<file path="src/core/rtc_core_regs.vh">
// Register map, field positions, source codes and timing of the RTC core
`ifndef RTC_CORE_REGS_VH
`define RTC_CORE_REGS_VH

// Register addresses
`define ADDR_CTRL_ONE     4'h0
`define ADDR_CTRL_TWO     4'h1
`define ADDR_SECONDS      4'h2
`define ADDR_MINUTES      4'h3
`define ADDR_HOURS        4'h4
`define ADDR_DAYS         4'h5
`define ADDR_WEEKDAYS     4'h6
`define ADDR_MONTHS       4'h7
`define ADDR_YEARS        4'h8
`define ADDR_ALM_MINUTE   4'h9
`define ADDR_ALM_HOUR     4'ha
`define ADDR_ALM_DAY      4'hb
`define ADDR_ALM_WEEKDAY  4'hc
`define ADDR_SQUARE_CTRL  4'hd
`define ADDR_CNT_CTRL     4'he
`define ADDR_CNT_VALUE    4'hf

// Field positions
`define BIT_TEST_SELECT   7
`define BIT_DIV_HALT      5
`define BIT_POR_OVERRIDE  3
`define BIT_PULSE_SELECT  4
`define BIT_ALARM_FLAG    3
`define BIT_CNT_FLAG      2
`define BIT_ALARM_IRQ_EN  1
`define BIT_CNT_IRQ_EN    0
`define BIT_TOP           7

// Source select codes
`define SRC_4096HZ        2'h0
`define SRC_64HZ          2'h1
`define SRC_1HZ           2'h2
`define SRC_60TH_HZ       2'h3
`define SQ_32768HZ        2'h0
`define SQ_1024HZ         2'h1
`define SQ_32HZ           2'h2
`define SQ_1HZ            2'h3

// Divider taps and wrap masks (oscillator ticks)
`define DIV_TAP_1024      4
`define DIV_TAP_32        9
`define DIV_TAP_1         14
`define DIV_MASK_4096     15'h0007
`define DIV_MASK_64       15'h01ff
`define DIV_MASK_1        15'h7fff
`define SEC_PER_MIN       6'h3b

// Timing
`define CLK_PERIOD_NS     25
`define OSC_STOP_NS       100000
`define OSC_STOP_CYCLES   (`OSC_STOP_NS / `CLK_PERIOD_NS)
`define PULSE_OSC_TICKS   4'h8

`endif

</file>
<file path="src/core/rtc_core.v">
// Real-time clock/calendar core with alarm, countdown and square output
// Function
// Sixteen byte registers, self-advancing pointer.
// Fixed map: control, time, alarm, square, countdown.
// Time and alarms BCD; weekdays binary.
// Time counters frozen during register access.
// Alarm field top bit is active-low enable.
// Alarm match sets alarm flag, may interrupt.
// Alarm flag cleared only by software.
// Countdown enable and four source rates.
// Binary countdown from loaded byte, flags each end.
// Countdown flag cleared only by software.
// Countdown interrupt pulsed or following flag.
// Countdown value read returns live count.
// Square output 32768, 1024, 32, 1 Hz.
// Square output enabled at reset; off floats.
// Oscillator stopped holds reset, reinitialises bus.
// Reset clears all but listed bits set.
// Supply low sets flag in seconds bit 7.
// Supply-low flag cleared only by software.
// Host writes zero to zero-defined bits.
// Host keeps each access below one second.
// Divider halt clears chain, square 32768 continues.
// Calendar carry with month lengths, leap, century.
`timescale 1ns/1ps
`default_nettype none
`include "rtc_core_regs.vh"

module rtc_core (
  input  wire       clk,           // System clock, 40 MHz
  input  wire       sys_rst,       // Synchronous reset, active high
  input  wire       ce,            // Clock enable, low freezes all state
  input  wire       osc_in,        // 32.768 kHz oscillator, asynchronous
  input  wire       supply_low,    // Low-voltage detector, asynchronous
  input  wire       session_active,// Bus access in progress
  input  wire       ptr_load,      // Load address pointer
  input  wire [3:0] ptr_data,      // New pointer value
  input  wire       wr_stb,        // Write byte at pointer
  input  wire [7:0] wr_data,       // Write data
  input  wire       rd_stb,        // Read byte at pointer
  output reg  [7:0] rd_data,       // Read data, valid after rd_stb
  output reg        bus_reinit,    // Serial logic reset while osc stopped
  output reg        square_out_o,  // Square pin drive level (always 0)
  output reg        square_out_oe, // Square pin pulled low when high
  output reg        irq_o,         // Interrupt pin drive level (always 0)
  output reg        irq_oe         // Interrupt pin pulled low when high
);

  // ==========================================================
  // Helper functions
  // ==========================================================
  // BCD increment with wrap from top back to bottom
  function [7:0] bcd_inc;
    input [7:0] v;
    input [7:0] top;
    input [7:0] bottom;
    begin
      if (v == top)
        bcd_inc = bottom;
      else if (v[3:0] == 4'h9)
        bcd_inc = {v[7:4] + 4'h1, 4'h0};
      else
        bcd_inc = {v[7:4], v[3:0] + 4'h1};
    end
  endfunction

  // Last day of month in BCD, years divisible by four are leap
  function [7:0] month_last;
    input [4:0] m;
    input [7:0] y;
    reg         leap;
    begin
      leap = y[4] ? (y[3:0] == 4'h2 || y[3:0] == 4'h6)
                  : (y[3:0] == 4'h0 || y[3:0] == 4'h4 || y[3:0] == 4'h8);
      case (m)
        5'h02:   month_last = leap ? 8'h29 : 8'h28;
        5'h04,
        5'h06,
        5'h09,
        5'h11:   month_last = 8'h30;
        default: month_last = 8'h31;
      endcase
    end
  endfunction

  // ==========================================================
  // Input synchronisers
  // ==========================================================
  reg osc_s1, osc_s2, osc_s3;
  reg low_s1, low_s2;

  // Two flops before any logic looks at a pin
  always @(posedge clk) begin
    if (ce) begin
      osc_s1 <= osc_in;
      osc_s2 <= osc_s1;
      osc_s3 <= osc_s2;
      low_s1 <= supply_low;
      low_s2 <= low_s1;
    end
  end

  wire osc_rise = osc_s2 & ~osc_s3;

  // ==========================================================
  // Oscillator stop monitor and internal reset
  // ==========================================================
  reg [11:0] stop_cnt;
  reg        osc_stopped;
  wire       int_rst = sys_rst | osc_stopped;

  // stop watchdog
  // Any edge restarts the watch; no edge for the timeout holds reset
  always @(posedge clk) begin
    if (sys_rst) begin
      stop_cnt    <= 12'h000;
      osc_stopped <= 1'b0;
    end else if (ce) begin
      if (osc_s2 != osc_s3) begin
        stop_cnt    <= 12'h000;
        osc_stopped <= 1'b0;
      end else if (stop_cnt == `OSC_STOP_CYCLES - 1) begin
        osc_stopped <= 1'b1;
      end else begin
        stop_cnt <= stop_cnt + 12'h001;
      end
    end
  end

  // ==========================================================
  // Register storage
  // ==========================================================
  reg [3:0] ptr;
  reg       test_sel, div_halt, por_override;
  reg       pulse_sel, alarm_flag, countdown_flag;
  reg       alarm_irq_en, countdown_irq_en;
  reg       supply_low_flag, century;
  reg [6:0] seconds, minutes;
  reg [5:0] hours, days;
  reg [2:0] weekday;
  reg [4:0] month;
  reg [7:0] year;
  reg [7:0] alm_min, alm_hour, alm_day, alm_wday;
  reg       square_out_en;
  reg [1:0] square_freq_sel;
  reg       countdown_en;
  reg [1:0] countdown_src_sel;
  reg [7:0] countdown_reload, countdown_count;

  wire wr_hit = wr_stb & ~ptr_load;

  // ==========================================================
  // Divider chain and source ticks
  // ==========================================================
  reg [14:0] div;
  reg [5:0]  sec60;

  // halt clears divider
  // Halt and reset hold the chain at zero; under halt raw osc still reaches pin when 32768 Hz is selected
  always @(posedge clk) begin
    if (int_rst || div_halt) begin
      div   <= 15'h0000;
      sec60 <= 6'h00;
    end else if (ce && osc_rise) begin
      div <= div + 15'h0001;
      if (div == `DIV_MASK_1)
        sec60 <= (sec60 == `SEC_PER_MIN) ? 6'h00 : sec60 + 6'h01;
    end
  end

  wire run      = ce & osc_rise & ~div_halt;
  wire sec_tick = run & (div == `DIV_MASK_1);
  reg  src_tick;

  // source rate choice
  always @* begin
    case (countdown_src_sel)
      `SRC_4096HZ: src_tick = run & ((div & `DIV_MASK_4096) == `DIV_MASK_4096);
      `SRC_64HZ:   src_tick = run & ((div & `DIV_MASK_64) == `DIV_MASK_64);
      `SRC_1HZ:    src_tick = sec_tick;
      default:     src_tick = sec_tick & (sec60 == `SEC_PER_MIN);
    endcase
  end

  // ==========================================================
  // Time advance with freeze
  // ==========================================================
  reg  sec_pend;
  // freeze during access
  wire frozen  = session_active;
  wire advance = ce & ~frozen & (sec_tick | sec_pend);

  // Carry chain into the next values
  wire [7:0] next_sec   = bcd_inc({1'b0, seconds}, 8'h59, 8'h00);
  wire [7:0] next_min   = bcd_inc({1'b0, minutes}, 8'h59, 8'h00);
  wire [7:0] next_hour  = bcd_inc({2'b00, hours}, 8'h23, 8'h00);
  wire [7:0] next_day   = bcd_inc({2'b00, days},
                                  month_last(month, year), 8'h01);
  wire [7:0] next_month = bcd_inc({3'b000, month}, 8'h12, 8'h01);
  wire [7:0] next_year  = bcd_inc(year, 8'h99, 8'h00);
  wire c_min   = (seconds == 7'h59);
  wire c_hour  = c_min & (minutes == 7'h59);
  wire c_day   = c_hour & (hours == 6'h23);
  wire c_month = c_day & ({2'b00, days} == month_last(month, year));
  wire c_year  = c_month & (month == 5'h12);

  // A tick seen while frozen is held once and applied on release
  always @(posedge clk) begin
    if (int_rst)
      sec_pend <= 1'b0;
    else if (ce)
      sec_pend <= frozen & (sec_pend | sec_tick);
  end

  // calendar carry
  // BCD time fields
  // Host writes take the register in place of the count
  always @(posedge clk) begin
    if (int_rst) begin
      seconds <= 7'h00;
      minutes <= 7'h00;
      hours   <= 6'h00;
      days    <= 6'h00;
      weekday <= 3'h0;
      month   <= 5'h00;
      century <= 1'b0;
      year    <= 8'h00;
    end else if (ce) begin
      if (advance) begin
        seconds <= next_sec[6:0];
        if (c_min)
          minutes <= next_min[6:0];
        if (c_hour)
          hours <= next_hour[5:0];
        if (c_day) begin
          days    <= next_day[5:0];
          weekday <= (weekday == 3'h6) ? 3'h0 : weekday + 3'h1;
        end
        if (c_month)
          month <= next_month[4:0];
        if (c_year) begin
          year    <= next_year;
          century <= century ^ (year == 8'h99);
        end
      end
      if (wr_hit) begin
        case (ptr)
          `ADDR_SECONDS:  seconds <= wr_data[6:0];
          `ADDR_MINUTES:  minutes <= wr_data[6:0];
          `ADDR_HOURS:    hours   <= wr_data[5:0];
          `ADDR_DAYS:     days    <= wr_data[5:0];
          `ADDR_WEEKDAYS: weekday <= wr_data[2:0];
          `ADDR_MONTHS: begin
            month   <= wr_data[4:0];
            century <= wr_data[`BIT_TOP];
          end
          `ADDR_YEARS:    year <= wr_data;
          default: ;
        endcase
      end
    end
  end

  // ==========================================================
  // Alarm match
  // ==========================================================
  // active-low field enables
  wire alm_any = ~alm_min[`BIT_TOP] | ~alm_hour[`BIT_TOP] |
                 ~alm_day[`BIT_TOP] | ~alm_wday[`BIT_TOP];
  wire alm_hit = alm_any &
    (alm_min[`BIT_TOP]  | (alm_min[6:0]  == minutes)) &
    (alm_hour[`BIT_TOP] | (alm_hour[5:0] == hours)) &
    (alm_day[`BIT_TOP]  | (alm_day[5:0]  == days)) &
    (alm_wday[`BIT_TOP] | (alm_wday[2:0] == weekday));
  reg  alm_hit_q;
  // Flag on entry to the match only, so a clear stays cleared
  wire alm_event = alm_hit & ~alm_hit_q;

  // ==========================================================
  // Countdown timer
  // ==========================================================
  reg  [3:0] pulse_cnt;
  wire       cnt_done = countdown_en & src_tick &
                        (countdown_count <= 8'h01) &
                        (countdown_reload != 8'h00);

  // binary countdown
  // live count kept
  always @(posedge clk) begin
    if (int_rst) begin
      countdown_count <= 8'h00;
      pulse_cnt       <= 4'h0;
      alm_hit_q       <= 1'b0;
    end else if (ce) begin
      alm_hit_q <= alm_hit;
      if (wr_hit && ptr == `ADDR_CNT_VALUE)
        countdown_count <= wr_data;
      else if (cnt_done)
        countdown_count <= countdown_reload;
      else if (countdown_en && src_tick && countdown_count != 8'h00)
        countdown_count <= countdown_count - 8'h01;
      // pulse stretch
      if (cnt_done)
        pulse_cnt <= `PULSE_OSC_TICKS;
      else if (osc_rise && pulse_cnt != 4'h0)
        pulse_cnt <= pulse_cnt - 4'h1;
    end
  end

  // ==========================================================
  // Control registers and sticky flags
  // ==========================================================
  // reset values
  // alarm flag set
  // software-only alarm clear
  // software-only countdown clear
  // software-only supply-low clear
  // Set beats clear when both land in one cycle
  always @(posedge clk) begin
    if (int_rst) begin
      test_sel          <= 1'b0;
      div_halt          <= 1'b0;
      por_override      <= 1'b1;
      pulse_sel         <= 1'b0;
      alarm_flag        <= 1'b0;
      countdown_flag    <= 1'b0;
      alarm_irq_en      <= 1'b0;
      countdown_irq_en  <= 1'b0;
      supply_low_flag   <= 1'b1;
      alm_min           <= 8'h80;
      alm_hour          <= 8'h80;
      alm_day           <= 8'h80;
      alm_wday          <= 8'h80;
      square_out_en     <= 1'b1;
      square_freq_sel   <= `SQ_32768HZ;
      countdown_en      <= 1'b0;
      countdown_src_sel <= `SRC_60TH_HZ;
      countdown_reload  <= 8'h00;
    end else if (ce) begin
      if (wr_hit) begin
        case (ptr)
          `ADDR_CTRL_ONE: begin
            test_sel     <= wr_data[`BIT_TEST_SELECT];
            div_halt     <= wr_data[`BIT_DIV_HALT];
            por_override <= wr_data[`BIT_POR_OVERRIDE];
          end
          `ADDR_CTRL_TWO: begin
            pulse_sel        <= wr_data[`BIT_PULSE_SELECT];
            alarm_irq_en     <= wr_data[`BIT_ALARM_IRQ_EN];
            countdown_irq_en <= wr_data[`BIT_CNT_IRQ_EN];
            if (!wr_data[`BIT_ALARM_FLAG])
              alarm_flag <= 1'b0;
            if (!wr_data[`BIT_CNT_FLAG])
              countdown_flag <= 1'b0;
          end
          `ADDR_SECONDS:     supply_low_flag <= wr_data[`BIT_TOP];
          `ADDR_ALM_MINUTE:  alm_min  <= wr_data;
          `ADDR_ALM_HOUR:    alm_hour <= {wr_data[7], 1'b0, wr_data[5:0]};
          `ADDR_ALM_DAY:     alm_day  <= {wr_data[7], 1'b0, wr_data[5:0]};
          `ADDR_ALM_WEEKDAY: alm_wday <= {wr_data[7], 4'h0, wr_data[2:0]};
          `ADDR_SQUARE_CTRL: begin
            square_out_en   <= wr_data[`BIT_TOP];
            square_freq_sel <= wr_data[1:0];
          end
          `ADDR_CNT_CTRL: begin
            countdown_en      <= wr_data[`BIT_TOP];
            countdown_src_sel <= wr_data[1:0];
          end
          `ADDR_CNT_VALUE:   countdown_reload <= wr_data;
          default: ;
        endcase
      end
      if (alm_event)
        alarm_flag <= 1'b1;
      if (cnt_done)
        countdown_flag <= 1'b1;
      // supply-low detection
      if (low_s2)
        supply_low_flag <= 1'b1;
    end
  end

  // ==========================================================
  // Address pointer and read port
  // ==========================================================
  reg [7:0] rd_mux;

  // register map
  // Unimplemented bits read as zero
  always @* begin
    case (ptr)
      `ADDR_CTRL_ONE:    rd_mux = {test_sel, 1'b0, div_halt, 1'b0,
                                   por_override, 3'h0};
      `ADDR_CTRL_TWO:    rd_mux = {3'h0, pulse_sel, alarm_flag,
                                   countdown_flag, alarm_irq_en,
                                   countdown_irq_en};
      `ADDR_SECONDS:     rd_mux = {supply_low_flag, seconds};
      `ADDR_MINUTES:     rd_mux = {1'b0, minutes};
      `ADDR_HOURS:       rd_mux = {2'h0, hours};
      `ADDR_DAYS:        rd_mux = {2'h0, days};
      `ADDR_WEEKDAYS:    rd_mux = {5'h00, weekday};
      `ADDR_MONTHS:      rd_mux = {century, 2'h0, month};
      `ADDR_YEARS:       rd_mux = year;
      `ADDR_ALM_MINUTE:  rd_mux = alm_min;
      `ADDR_ALM_HOUR:    rd_mux = alm_hour;
      `ADDR_ALM_DAY:     rd_mux = alm_day;
      `ADDR_ALM_WEEKDAY: rd_mux = alm_wday;
      `ADDR_SQUARE_CTRL: rd_mux = {square_out_en, 5'h00, square_freq_sel};
      `ADDR_CNT_CTRL:    rd_mux = {countdown_en, 5'h00, countdown_src_sel};
      default:           rd_mux = countdown_count;
    endcase
  end

  // pointer auto-advance
  // Four-bit pointer wraps from the last register back to the first
  always @(posedge clk) begin
    if (int_rst) begin
      ptr     <= 4'h0;
      rd_data <= 8'h00;
    end else if (ce) begin
      if (ptr_load) begin
        ptr <= ptr_data;
      end else if (rd_stb) begin
        rd_data <= rd_mux;
        ptr     <= ptr + 4'h1;
      end else if (wr_stb) begin
        ptr <= ptr + 4'h1;
      end
    end
  end

  // ==========================================================
  // Pin outputs
  // ==========================================================
  reg sq_wave;

  // square frequency select
  always @* begin
    case (square_freq_sel)
      `SQ_32768HZ: sq_wave = osc_s2;
      `SQ_1024HZ:  sq_wave = div[`DIV_TAP_1024];
      `SQ_32HZ:    sq_wave = div[`DIV_TAP_32];
      default:     sq_wave = div[`DIV_TAP_1];
    endcase
  end

  // enable and float
  // pulse or level interrupt
  // bus reinit during stop
  // Open-drain pins only ever pull low, so drive level stays zero
  always @(posedge clk) begin
    if (sys_rst) begin
      square_out_o  <= 1'b0;
      square_out_oe <= 1'b0;
      irq_o         <= 1'b0;
      irq_oe        <= 1'b0;
      bus_reinit    <= 1'b1;
    end else if (ce) begin
      square_out_o  <= 1'b0;
      square_out_oe <= square_out_en & ~sq_wave & ~osc_stopped;
      irq_o         <= 1'b0;
      irq_oe        <= (alarm_flag & alarm_irq_en) |
                       (countdown_irq_en &
                        (pulse_sel ? (pulse_cnt != 4'h0)
                                   : countdown_flag));
      bus_reinit    <= osc_stopped;
    end
  end

endmodule
`default_nettype wire

</file>
<file path="config.mk">
export PLATFORM = sky130hd
export DESIGN_NAME = rtc_core
export DESIGN_NICKNAME = d
export VERILOG_FILES = /design/src/core/rtc_core.v
export VERILOG_INCLUDE_DIRS = /design/src /design/src/core
export SDC_FILE = /design/constraint.sdc
export NUM_CORES = 1
export LEC_CHECK = 0
export BUFFER_PORTS_ARGS = -buffer_cell sky130_fd_sc_hd__buf_4
export CORE_AREA = 5 5 191 193
export CTS_CLUSTER_DIAMETER = 50
export CTS_CLUSTER_SIZE = 14
export DETAILED_ROUTE_END_ITERATION = 8
export DIE_AREA = 0 0 196 198
export GPL_TIMING_DRIVEN = 0
export SLEW_MARGIN = 20
export SYNTH_ARGS = -nofsm -noshare
export SYNTH_HDL_FRONTEND = slang
export SYNTH_SLANG_ARGS = --single-unit
</file>
<file path="constraint.sdc">
create_clock -name clk -period 3 [get_ports clk]
set_clock_uncertainty 0.2 [all_clocks]
set_input_delay 0.3 -clock clk [delete_from_list [all_inputs] [get_ports clk]]
set_output_delay 0.3 -clock clk [all_outputs]
set_load 0.02 [all_outputs]
</file>
==> results.txt, run 1 <==
----------------------------------------------------
[Route]
  DRC violation count after routing ... 0
  Total number of vias ... approximately 10000
  Total detailed-routing wirelength ... 38.1 mm
  Detailed router's first-iteration violation count ... roughly 1000
  DR WL/cell ... 21.9 µm
  Antenna-violating nets left ... 0
  Vias per cell ... about 5.7
  Detailed-router iteration count before antenna repair ... 6

[Finish]
  Inserted Diodes ... 0
  Count of nets after finishing ... roughly 1300
  Share of layout cells above drive strength 1 ... ~11%
  Final Instance Count excl. Fillers ... 1743
  Core occupancy in the finished layout ... between 30% and 40%
  Area growth from synthesis to layout ... 18.0%

[Critical path]
  Startpoint kind of the worst setup timing path ... flip-flop
  CP delay by family, top ... compound AO/OA/AOI/OAI gates
  Max FO, Critical Path ... 10
  Number of buffer and inverter stages on the critical path ... 2
  Cell with the largest stage delay on the worst path ... sky130_fd_sc_hd__nor4b_1
  Data required time of the worst path ... about 3.2 ns
  Worst path max stage delay ... approximately 0.38 ns
  Crit-path cells ... clkbuf_1 -> nor4b_1 -> o311ai_1 -> o21ai_0 -> o21a_2 -> clkbuf_4 -> nand4_1 -> o31a_1 -> a211oi_1
  Crit end category ... flip-flop
  Arr. time, crit path ... roughly 3 ns
  Worst setup path class ... reg -> reg

[Place]
  Final estimated routing congestion in global placement ... between 0.9 and 1
  Number of cells after detailed placement ... 1696
  HPWL reported at the end of detailed placement ... about 27 mm
  Count of buffers from port buffering ... 31

[Floorplan]
  Core ar. ... 34400 µm²
  Die area ... slightly below 40000 µm²
  Initial core utilization ... between 20% and 30%
  Number of rows created at floorplan ... 68
  Height of the die ... slightly below 200 µm
  Count of boundary I/O pins ... 34
  Die X ... slightly below 200 µm

[Power]
  Clock share of power ... between 40% and 50%
  VDD IR max ... roughly 400 µV
  Combinational share of power ... 10.3%
  Lkg Pwr ... between 0.003 and 0.004 µW
  Switching portion of total power ... a little under 30%
  Sequential Power Share ... 43.5%
  Net Sw Power ... between 1000 and 1500 µW
  Cell Int Power ... roughly 3600 µW
  Pwr dens ... around 450 nW/µm²
  Final Power ... between 5000 and 6000 µW

[GRT]
  Aggregate global routing overflow ... 0
  Number of antenna violations at the first check in global routing ... 0
  Combined global-route utilization of all metal layers ... between 10% and 20%
  Pin count of the biggest net entering global routing ... 17
  Number of global-route vias before repair ... between 9000 and 10000
  First-pass GRT wire length ... roughly 57 mm

[Clock network]
  TritonCTS Buffers ... 17
  Worst skew pair latency ... 0.45 ns
  Maximum buffer depth of the clock tree ... 2
  CTS tree ... yes
  Number of levels the H-tree was split into ... 4
  Sinks on Clock Net ... 160
  Root buffer cell ... sky130_fd_sc_hd__clkbuf_16
  Clock-pin slew on the worst setup and hold paths ... around 0.07 ns

[Timing]
  Achievable frequency ... 341 MHz
  Worst slack on hold paths ... roughly 0.016 ns
  Number of setup violations in the final report ... 0
  Final hold viol count ... 0
  Final critical-path share of the clock period ... a little over nine tenths
  Min Tclk post-route ... between 2 and 3 ns
  Actual slew at the worst max-slew pin ... 0.995 ns
  Setup TNS ... 0 ns
  RSZ-0062 raised after global routing ... yes
  Remaining max-slew budget at the tightest pin ... about 34%
  Number of pins exceeding their max-slew limit in the final report ... 0

[Synthesis]
  Number of unique standard cell types used by synthesis ... 84
  Number of flip-flops and latches in the synthesized netlist ... between 150 and 200
  Avg Synthesized Cell Area ... between 7 and 8 µm²
  Post-synthesis cell area ... between 9000 and 10000 µm²
  Gate Count Post-Synth ... around 1200
  Share of synthesized registers carrying an async set or reset ... 0%
  Share of synthesized area occupied by flip-flops and latches ... 34.0%
  Post-synth EDFFs ... 5
  Total number of yosys warnings ... 0
  Dominant synthesized flop cell ... sky130_fd_sc_hd__dfxtp_1

[Run]
  Max Cap Viol ... 0

[Run status]
  Outcome ... completed

[Hold path]
  Worst min-delay path category ... in -> reg

----------------------------------------------------
-- synth_stat cells (7+ instances only) --
| master | instances | area, µm² |
|---|---|---|
| sky130_fd_sc_hd__a22oi_1 | 21 | 158 |
| sky130_fd_sc_hd__ha_1 | 29 | 363 |
| sky130_fd_sc_hd__xor2_1 | 27 | 236 |
| sky130_fd_sc_hd__nor4_1 | 11 | 68.8 |
| sky130_fd_sc_hd__nor2_1 | 115 | 432 |
| sky130_fd_sc_hd__dfxtp_1 | 155 | 3100 |
| sky130_fd_sc_hd__clkbuf_1 | 71 | 267 |
| sky130_fd_sc_hd__or3_1 | 13 | 81.3 |
| sky130_fd_sc_hd__a31oi_1 | 19 | 119 |
| sky130_fd_sc_hd__xnor2_1 | 26 | 228 |
| sky130_fd_sc_hd__a222oi_1 | 7 | 70.1 |
| sky130_fd_sc_hd__nor3_1 | 20 | 100 |
| sky130_fd_sc_hd__nand3_1 | 68 | 340 |
| sky130_fd_sc_hd__buf_1 | 11 | 41.3 |
| sky130_fd_sc_hd__inv_1 | 30 | 113 |
| sky130_fd_sc_hd__and2_1 | 8 | 50.1 |
| sky130_fd_sc_hd__and3_1 | 16 | 100 |
| sky130_fd_sc_hd__a21oi_1 | 77 | 385 |
| sky130_fd_sc_hd__o21ai_0 | 67 | 335 |
| sky130_fd_sc_hd__nand4_1 | 17 | 106 |
| sky130_fd_sc_hd__o22ai_1 | 11 | 68.8 |
| sky130_fd_sc_hd__nand2_1 | 145 | 544 |
| sky130_fd_sc_hd__o211ai_1 | 19 | 143 |
| sky130_fd_sc_hd__a211oi_1 | 14 | 105 |
| sky130_fd_sc_hd__buf_2 | 10 | 50.1 |
| sky130_fd_sc_hd__nand2b_1 | 8 | 50.1 |
| sky130_fd_sc_hd__mux2i_1 | 33 | 330 |
| sky130_fd_sc_hd__a221oi_1 | 16 | 140 |
| sky130_fd_sc_hd__nand3b_1 | 7 | 52.6 |
-- repair_timing --
| action | in CTS | in global routing |
|---|---|---|
| hold endpoints to repair | 13 | 0 |
| pin swaps | 7 | 5 |
| setup endpoints to repair | 21 | 66 |
| hold buffers | 6 | 0 |
| setup buffers | 5 | 7 |
| gates resized for setup | 12 | 31 |
-- area by class of cell --
cell class                 instances  area, µm²
inverter                          31        116
timing repair buffer              49        395
buffer                            97        437
fill                            3640      23100
clock buffer                      18        439
sequential                       160       3250
clock inverter                    13        165
multi-input combinational        920       5910
tap                              455        569
-- through the flow --
stage,setup WS [ns],instance area (µm²)
6_report,0.0645,11300
3_3_place_gp,-0.379,10400
3_5_place_dp,-0.407,10400
4_1_cts,0.00684,11100
5_1_grt,-0.115,11300
2_1_floorplan,0.266,9570
-- per-layer routing --
metal	global-route usage [%]	part of all wire, %	wire length, µm
met5	0	0	0
met4	6.88	3.0	1140
met2	30.7	45	17300
met3	4.36	9.4	3600
met1	24.9	42	16100
-- cell families after synthesis --
kind of cell               after synthesis  share of synthesized area (%)
AOI/OAI and AO/OA                      330                           23.4
xor gates and xnor gates                53                           4.85
adders and majority gates               29                           3.79
buffers and inverters                  130                           5.56
DFF                                    160                           34.0
muxes                                   38                           4.28
other                                    1                         0.0392
and+or+nand+nor                        468                           24.1
-- flip-flops by register name, indices dropped and copies added (netlist names), 2 cells and up --
name	flops
div	15
stop_cnt	12
alm_min	8
countdown_count	8
countdown_reload	8
rd_data	8
year	8
alm_day	7
alm_hour	7
minutes	7
seconds	7
days	6
hours	6
sec60	6
month	5
alm_wday	4
ptr	4
pulse_cnt	4
weekday	3
countdown_src_sel	2
square_freq_sel	2
-- power by group through the flow --
stage / combinational (µW) / clock [µW] / sequential (µW)
floorplan: 264 / 0 / 2250
global placement: 491 / 0 / 2250
detailed placement: 492 / 0 / 2250
CTS: 505 / 2360 / 2200
global route: 546 / 2450 / 2200
finish: 522 / 2340 / 2200
-- worst register-to-register path: cells and delay by family, from the launching register on --
kind | cells | cell delay (ns)
buffers and inverters | 2 | 0.53
AOI/OAI and AO/OA | 5 | 1.29
and+or+nand+nor | 2 | 0.52
DFF | 1 | 0.31
-- layout by cell type, fill, tap and decap left out, types with 16 or more instances in the layout --
cell                        instances
sky130_fd_sc_hd__buf_4             46
sky130_fd_sc_hd__xor2_1            27
sky130_fd_sc_hd__mux2i_1           33
sky130_fd_sc_hd__nand4_1           17
sky130_fd_sc_hd__inv_1             29
sky130_fd_sc_hd__a22oi_1           21
sky130_fd_sc_hd__nand2_1          144
sky130_fd_sc_hd__nor2_1           112
sky130_fd_sc_hd__a21oi_1           77
sky130_fd_sc_hd__clkbuf_16         17
sky130_fd_sc_hd__ha_1              28
sky130_fd_sc_hd__o21ai_0           67
sky130_fd_sc_hd__a31oi_1           18
sky130_fd_sc_hd__nor3_1            19
sky130_fd_sc_hd__clkbuf_1          66
sky130_fd_sc_hd__nand3_1           67
sky130_fd_sc_hd__and3_1            16
sky130_fd_sc_hd__xnor2_1           26
sky130_fd_sc_hd__o211ai_1          19
sky130_fd_sc_hd__dfxtp_1          155
-- final timing paths --
check	startpoint	cells past startpoint	end	slack, ns
worst max-delay path	days[1]	9	century	0.06
worst min-delay path	ptr_data[1]	3	ptr[1]	0.02
worst max register to register	days[1]	9	century	0.06
worst min register to register	low_s1	0	low_s2	0.23
Note: power is estimated with default switching activity, not from simulation.
==> run 2: changes to the inputs <==
CORE_AREA = 5 5 172 215   (was 5 5 191 193)
DIE_AREA = 0 0 177 220   (was 0 0 196 198)
==> run 2 against run 1 <==
Compared with the run above: hold slack gained 0.0014 ns; worst setup slack worse by 0.0065 ns; sequential share of layout area about the same; fmax decreased by 0.22%; count of clock-buffer cells in the layout grew 1; combinational power about the same; design area is 0.32% higher; highest routed layer is now met5.
==> results.txt, run 2 (same netlist as run 1, synthesis figures left out) <==
----------------------------------------------------
[Critical path]
  Worst path max stage delay ... between 0.8 and 0.9 ns
  FF-to-FF path depth ... 10
  Worst setup path class ... in -> reg
  Arr. time, crit path ... ~3.1 ns
  Max FO, Critical Path ... 10
  Worst R2R End ... year[6]
  FF-to-FF Start ... osc_s3
  Cell with the largest stage delay on the worst path ... sky130_fd_sc_hd__clkdlybuf4s15_1
  Startpoint kind of the worst setup timing path ... input port
  CP delay by family, top ... buffers and inverters
  Number of buffer and inverter stages on the critical path ... 5
  Data required time of the worst path ... 3.18 ns
  Crit end category ... flip-flop
  Minimum setup slack among reg-to-reg paths ... ~0.08 ns
  Crit-path cells ... buf_4 -> buf_2 -> buf_1 -> clkdlybuf4s15_1 -> clkbuf_1 -> o21ai_0 -> a21oi_1

[Run status]
  Outcome ... completed

[GRT]
  First-pass GRT wire length ... 56.8 mm
  Aggregate global routing overflow ... 0
  Number of antenna violations at the first check in global routing ... 1
  Pin count of the biggest net entering global routing ... 17
  Number of global-route vias before repair ... ~9400
  Combined global-route utilization of all metal layers ... between 10% and 20%

[Finish]
  Largest registers in the final layout ... div (15), stop_cnt (12)
  Core occupancy in the finished layout ... 32.5%
  Area growth from synthesis to layout ... 18.4%
  Commonest cells after routing, fill and taps aside ... sky130_fd_sc_hd__dfxtp_1, sky130_fd_sc_hd__nand2_1, sky130_fd_sc_hd__nor2_1, sky130_fd_sc_hd__a21oi_1, sky130_fd_sc_hd__nand3_1
  Reg with most FFs ... div
  Count of nets after finishing ... between 1000 and 1500
  Most common cell after layout, fill and taps aside ... sky130_fd_sc_hd__dfxtp_1
  Filler Cell Count ... approximately 3700
  Share of layout cells above drive strength 1 ... 11.4%
  Flip-flop count of the largest register, all copies and words added ... 15
  Inserted Diodes ... 0

[Timing]
  Final critical-path share of the clock period ... a little over nine tenths
  Number of setup violations in the final report ... 0
  Achievable frequency ... about 340 MHz
  Final hold viol count ... 0
  Worst slack on hold paths ... between 0.015 and 0.02 ns
  Number of pins exceeding their max-slew limit in the final report ... 0
  Min Tclk post-route ... around 2.9 ns
  Actual slew at the worst max-slew pin ... slightly above 1 ns
  RSZ-0062 raised after global routing ... yes
  Remaining max-slew budget at the tightest pin ... a little under a third

[Power]
  Lkg Pwr ... a little under 0.004 µW
  Pwr dens ... roughly 440 nW/µm²
  VDD IR max ... approximately 250 µV

[Hold path]
  Hold worst-path end ... countdown_reload[6]
  Worst min-delay path category ... in -> reg
  Worst hold start ... wr_data[6]
  Number of cells on the worst hold path ... 3

[Floorplan]
  Number of rows created at floorplan ... slightly below 80
  Die X ... between 150 and 200 µm
  Count of boundary I/O pins ... 34
  Core ar. ... 34900 µm²
  Height of the die ... between 200 and 250 µm
  Initial core utilization ... between 20% and 30%
  Die area ... between 30000 and 40000 µm²

[Clock network]
  Clock-pin slew on the worst setup and hold paths ... around 0.070 ns
  Sinks on Clock Net ... 160
  Root buffer cell ... sky130_fd_sc_hd__clkbuf_16
  Worst skew pair latency ... approximately 0.46 ns
  CTS tree ... yes
  TritonCTS Buffers ... 17
  Number of levels the H-tree was split into ... 4
  Maximum buffer depth of the clock tree ... 2

[Place]
  HPWL reported at the end of detailed placement ... ~27 mm
  Count of buffers from port buffering ... 31
  Final estimated routing congestion in global placement ... 1.03

[Route]
  Vias per cell ... between 5 and 6
  Detailed-router iteration count before antenna repair ... 6
  Detailed router's first-iteration violation count ... around 1100
  Total number of vias ... about 10000
  Antenna-violating nets left ... 0
  Total detailed-routing wirelength ... between 30 and 40 mm
  DR WL/cell ... ~21 µm
  DRC violation count after routing ... 0

[Run]
  Max Cap Viol ... 0

----------------------------------------------------
-- run 2: changes by cell type in the layout (fill, tap and decap cells not counted), moves of 2 or more --
cell	delta
sky130_fd_sc_hd__dfxtp_2	+4
sky130_fd_sc_hd__buf_1	+2
sky130_fd_sc_hd__nor4_2	+2
sky130_fd_sc_hd__buf_4	+5
sky130_fd_sc_hd__a2111oi_2	+2
sky130_fd_sc_hd__a2111oi_0	-3
sky130_fd_sc_hd__nor2_2	-2
sky130_fd_sc_hd__inv_6	+2
sky130_fd_sc_hd__dfxtp_1	-4
-- run 2: repair_timing --
| item | CTS | global route |
|---|---|---|
| pin swaps | 4 | 7 |
| gates cloned | 1 | 0 |
| endpoints found under the hold margin | 13 | 0 |
| gates resized for setup | 13 | 40 |
| buffers inserted | 10 | 6 |
| endpoints found under the setup margin | 25 | 63 |
| hold buffers | 6 | 0 |
-- run 2: tightest hold or removal path, delay by kind of cell --
| family | cells | cell delay, ns |
|---|---|---|
| compound gates | 1 | 0.06 |
| buf+inv | 1 | 0.16 |
| simple gates | 1 | 0.09 |
-- run 2: layer usage --
metal | track usage (%) | wire length (µm) | share of wire, %
met1 | 22.9 | 14800 | 40
met2 | 31.2 | 17200 | 46
met3 | 3.67 | 2580 | 6.9
met4 | 11.8 | 2780 | 7.4
met5 | 0 | 11 | 0.029
-- run 2: area by class of cell --
cell class	count	area (µm²)	share of cell area, %
Buffer	98	442	3.90
Clock inverter	13	141	1.25
Tap cell	474	593	5.24
Inverter	31	116	1.03
Sequential cell	160	3260	28.8
Clock buffer	19	433	3.82
Multi-Input combinational cell	920	5920	52.3
Timing Repair Buffer	54	418	3.69
-- run 2: worst max path at each step --
stage | from | to | slack [ns] | cells past startpoint
6_report | ce | seconds[4] | 0.06 | 7
5_1_grt | osc_s3 | year[6] | -0.06 | 10
4_1_cts | minutes[0] | year[6] | -0.04 | 8
3_5_place_dp | ce | countdown_reload[6] | -0.42 | 7
3_3_place_gp | ce | countdown_reload[6] | -0.46 | 7
2_1_floorplan | osc_s3 | seconds[1] | 0.27 | 10
-- run 2: where the power goes --
part           switching, µW  internal, µW  total (µW)
registers               34.8          2170        2200
clock network           1040          1180        2220
logic                    371           148         519
total                   1450          3490        4940
-- run 2: per-stage QoR --
stage                     TNS [ns]  power, µW  cells  setup WS [ns]  cell area (µm²)
final                            0       4940   1769         0.0580            11300
after global routing       -0.0709       5080   1769        -0.0611            11300
after CTS                  -0.0800       4930   1764        -0.0384            11200
after detailed placement    -16.30       2740   1715         -0.421            10400
after global placement      -17.80       2740   1715         -0.461            10400
after floorplan                  0       2510   1210          0.266             9570
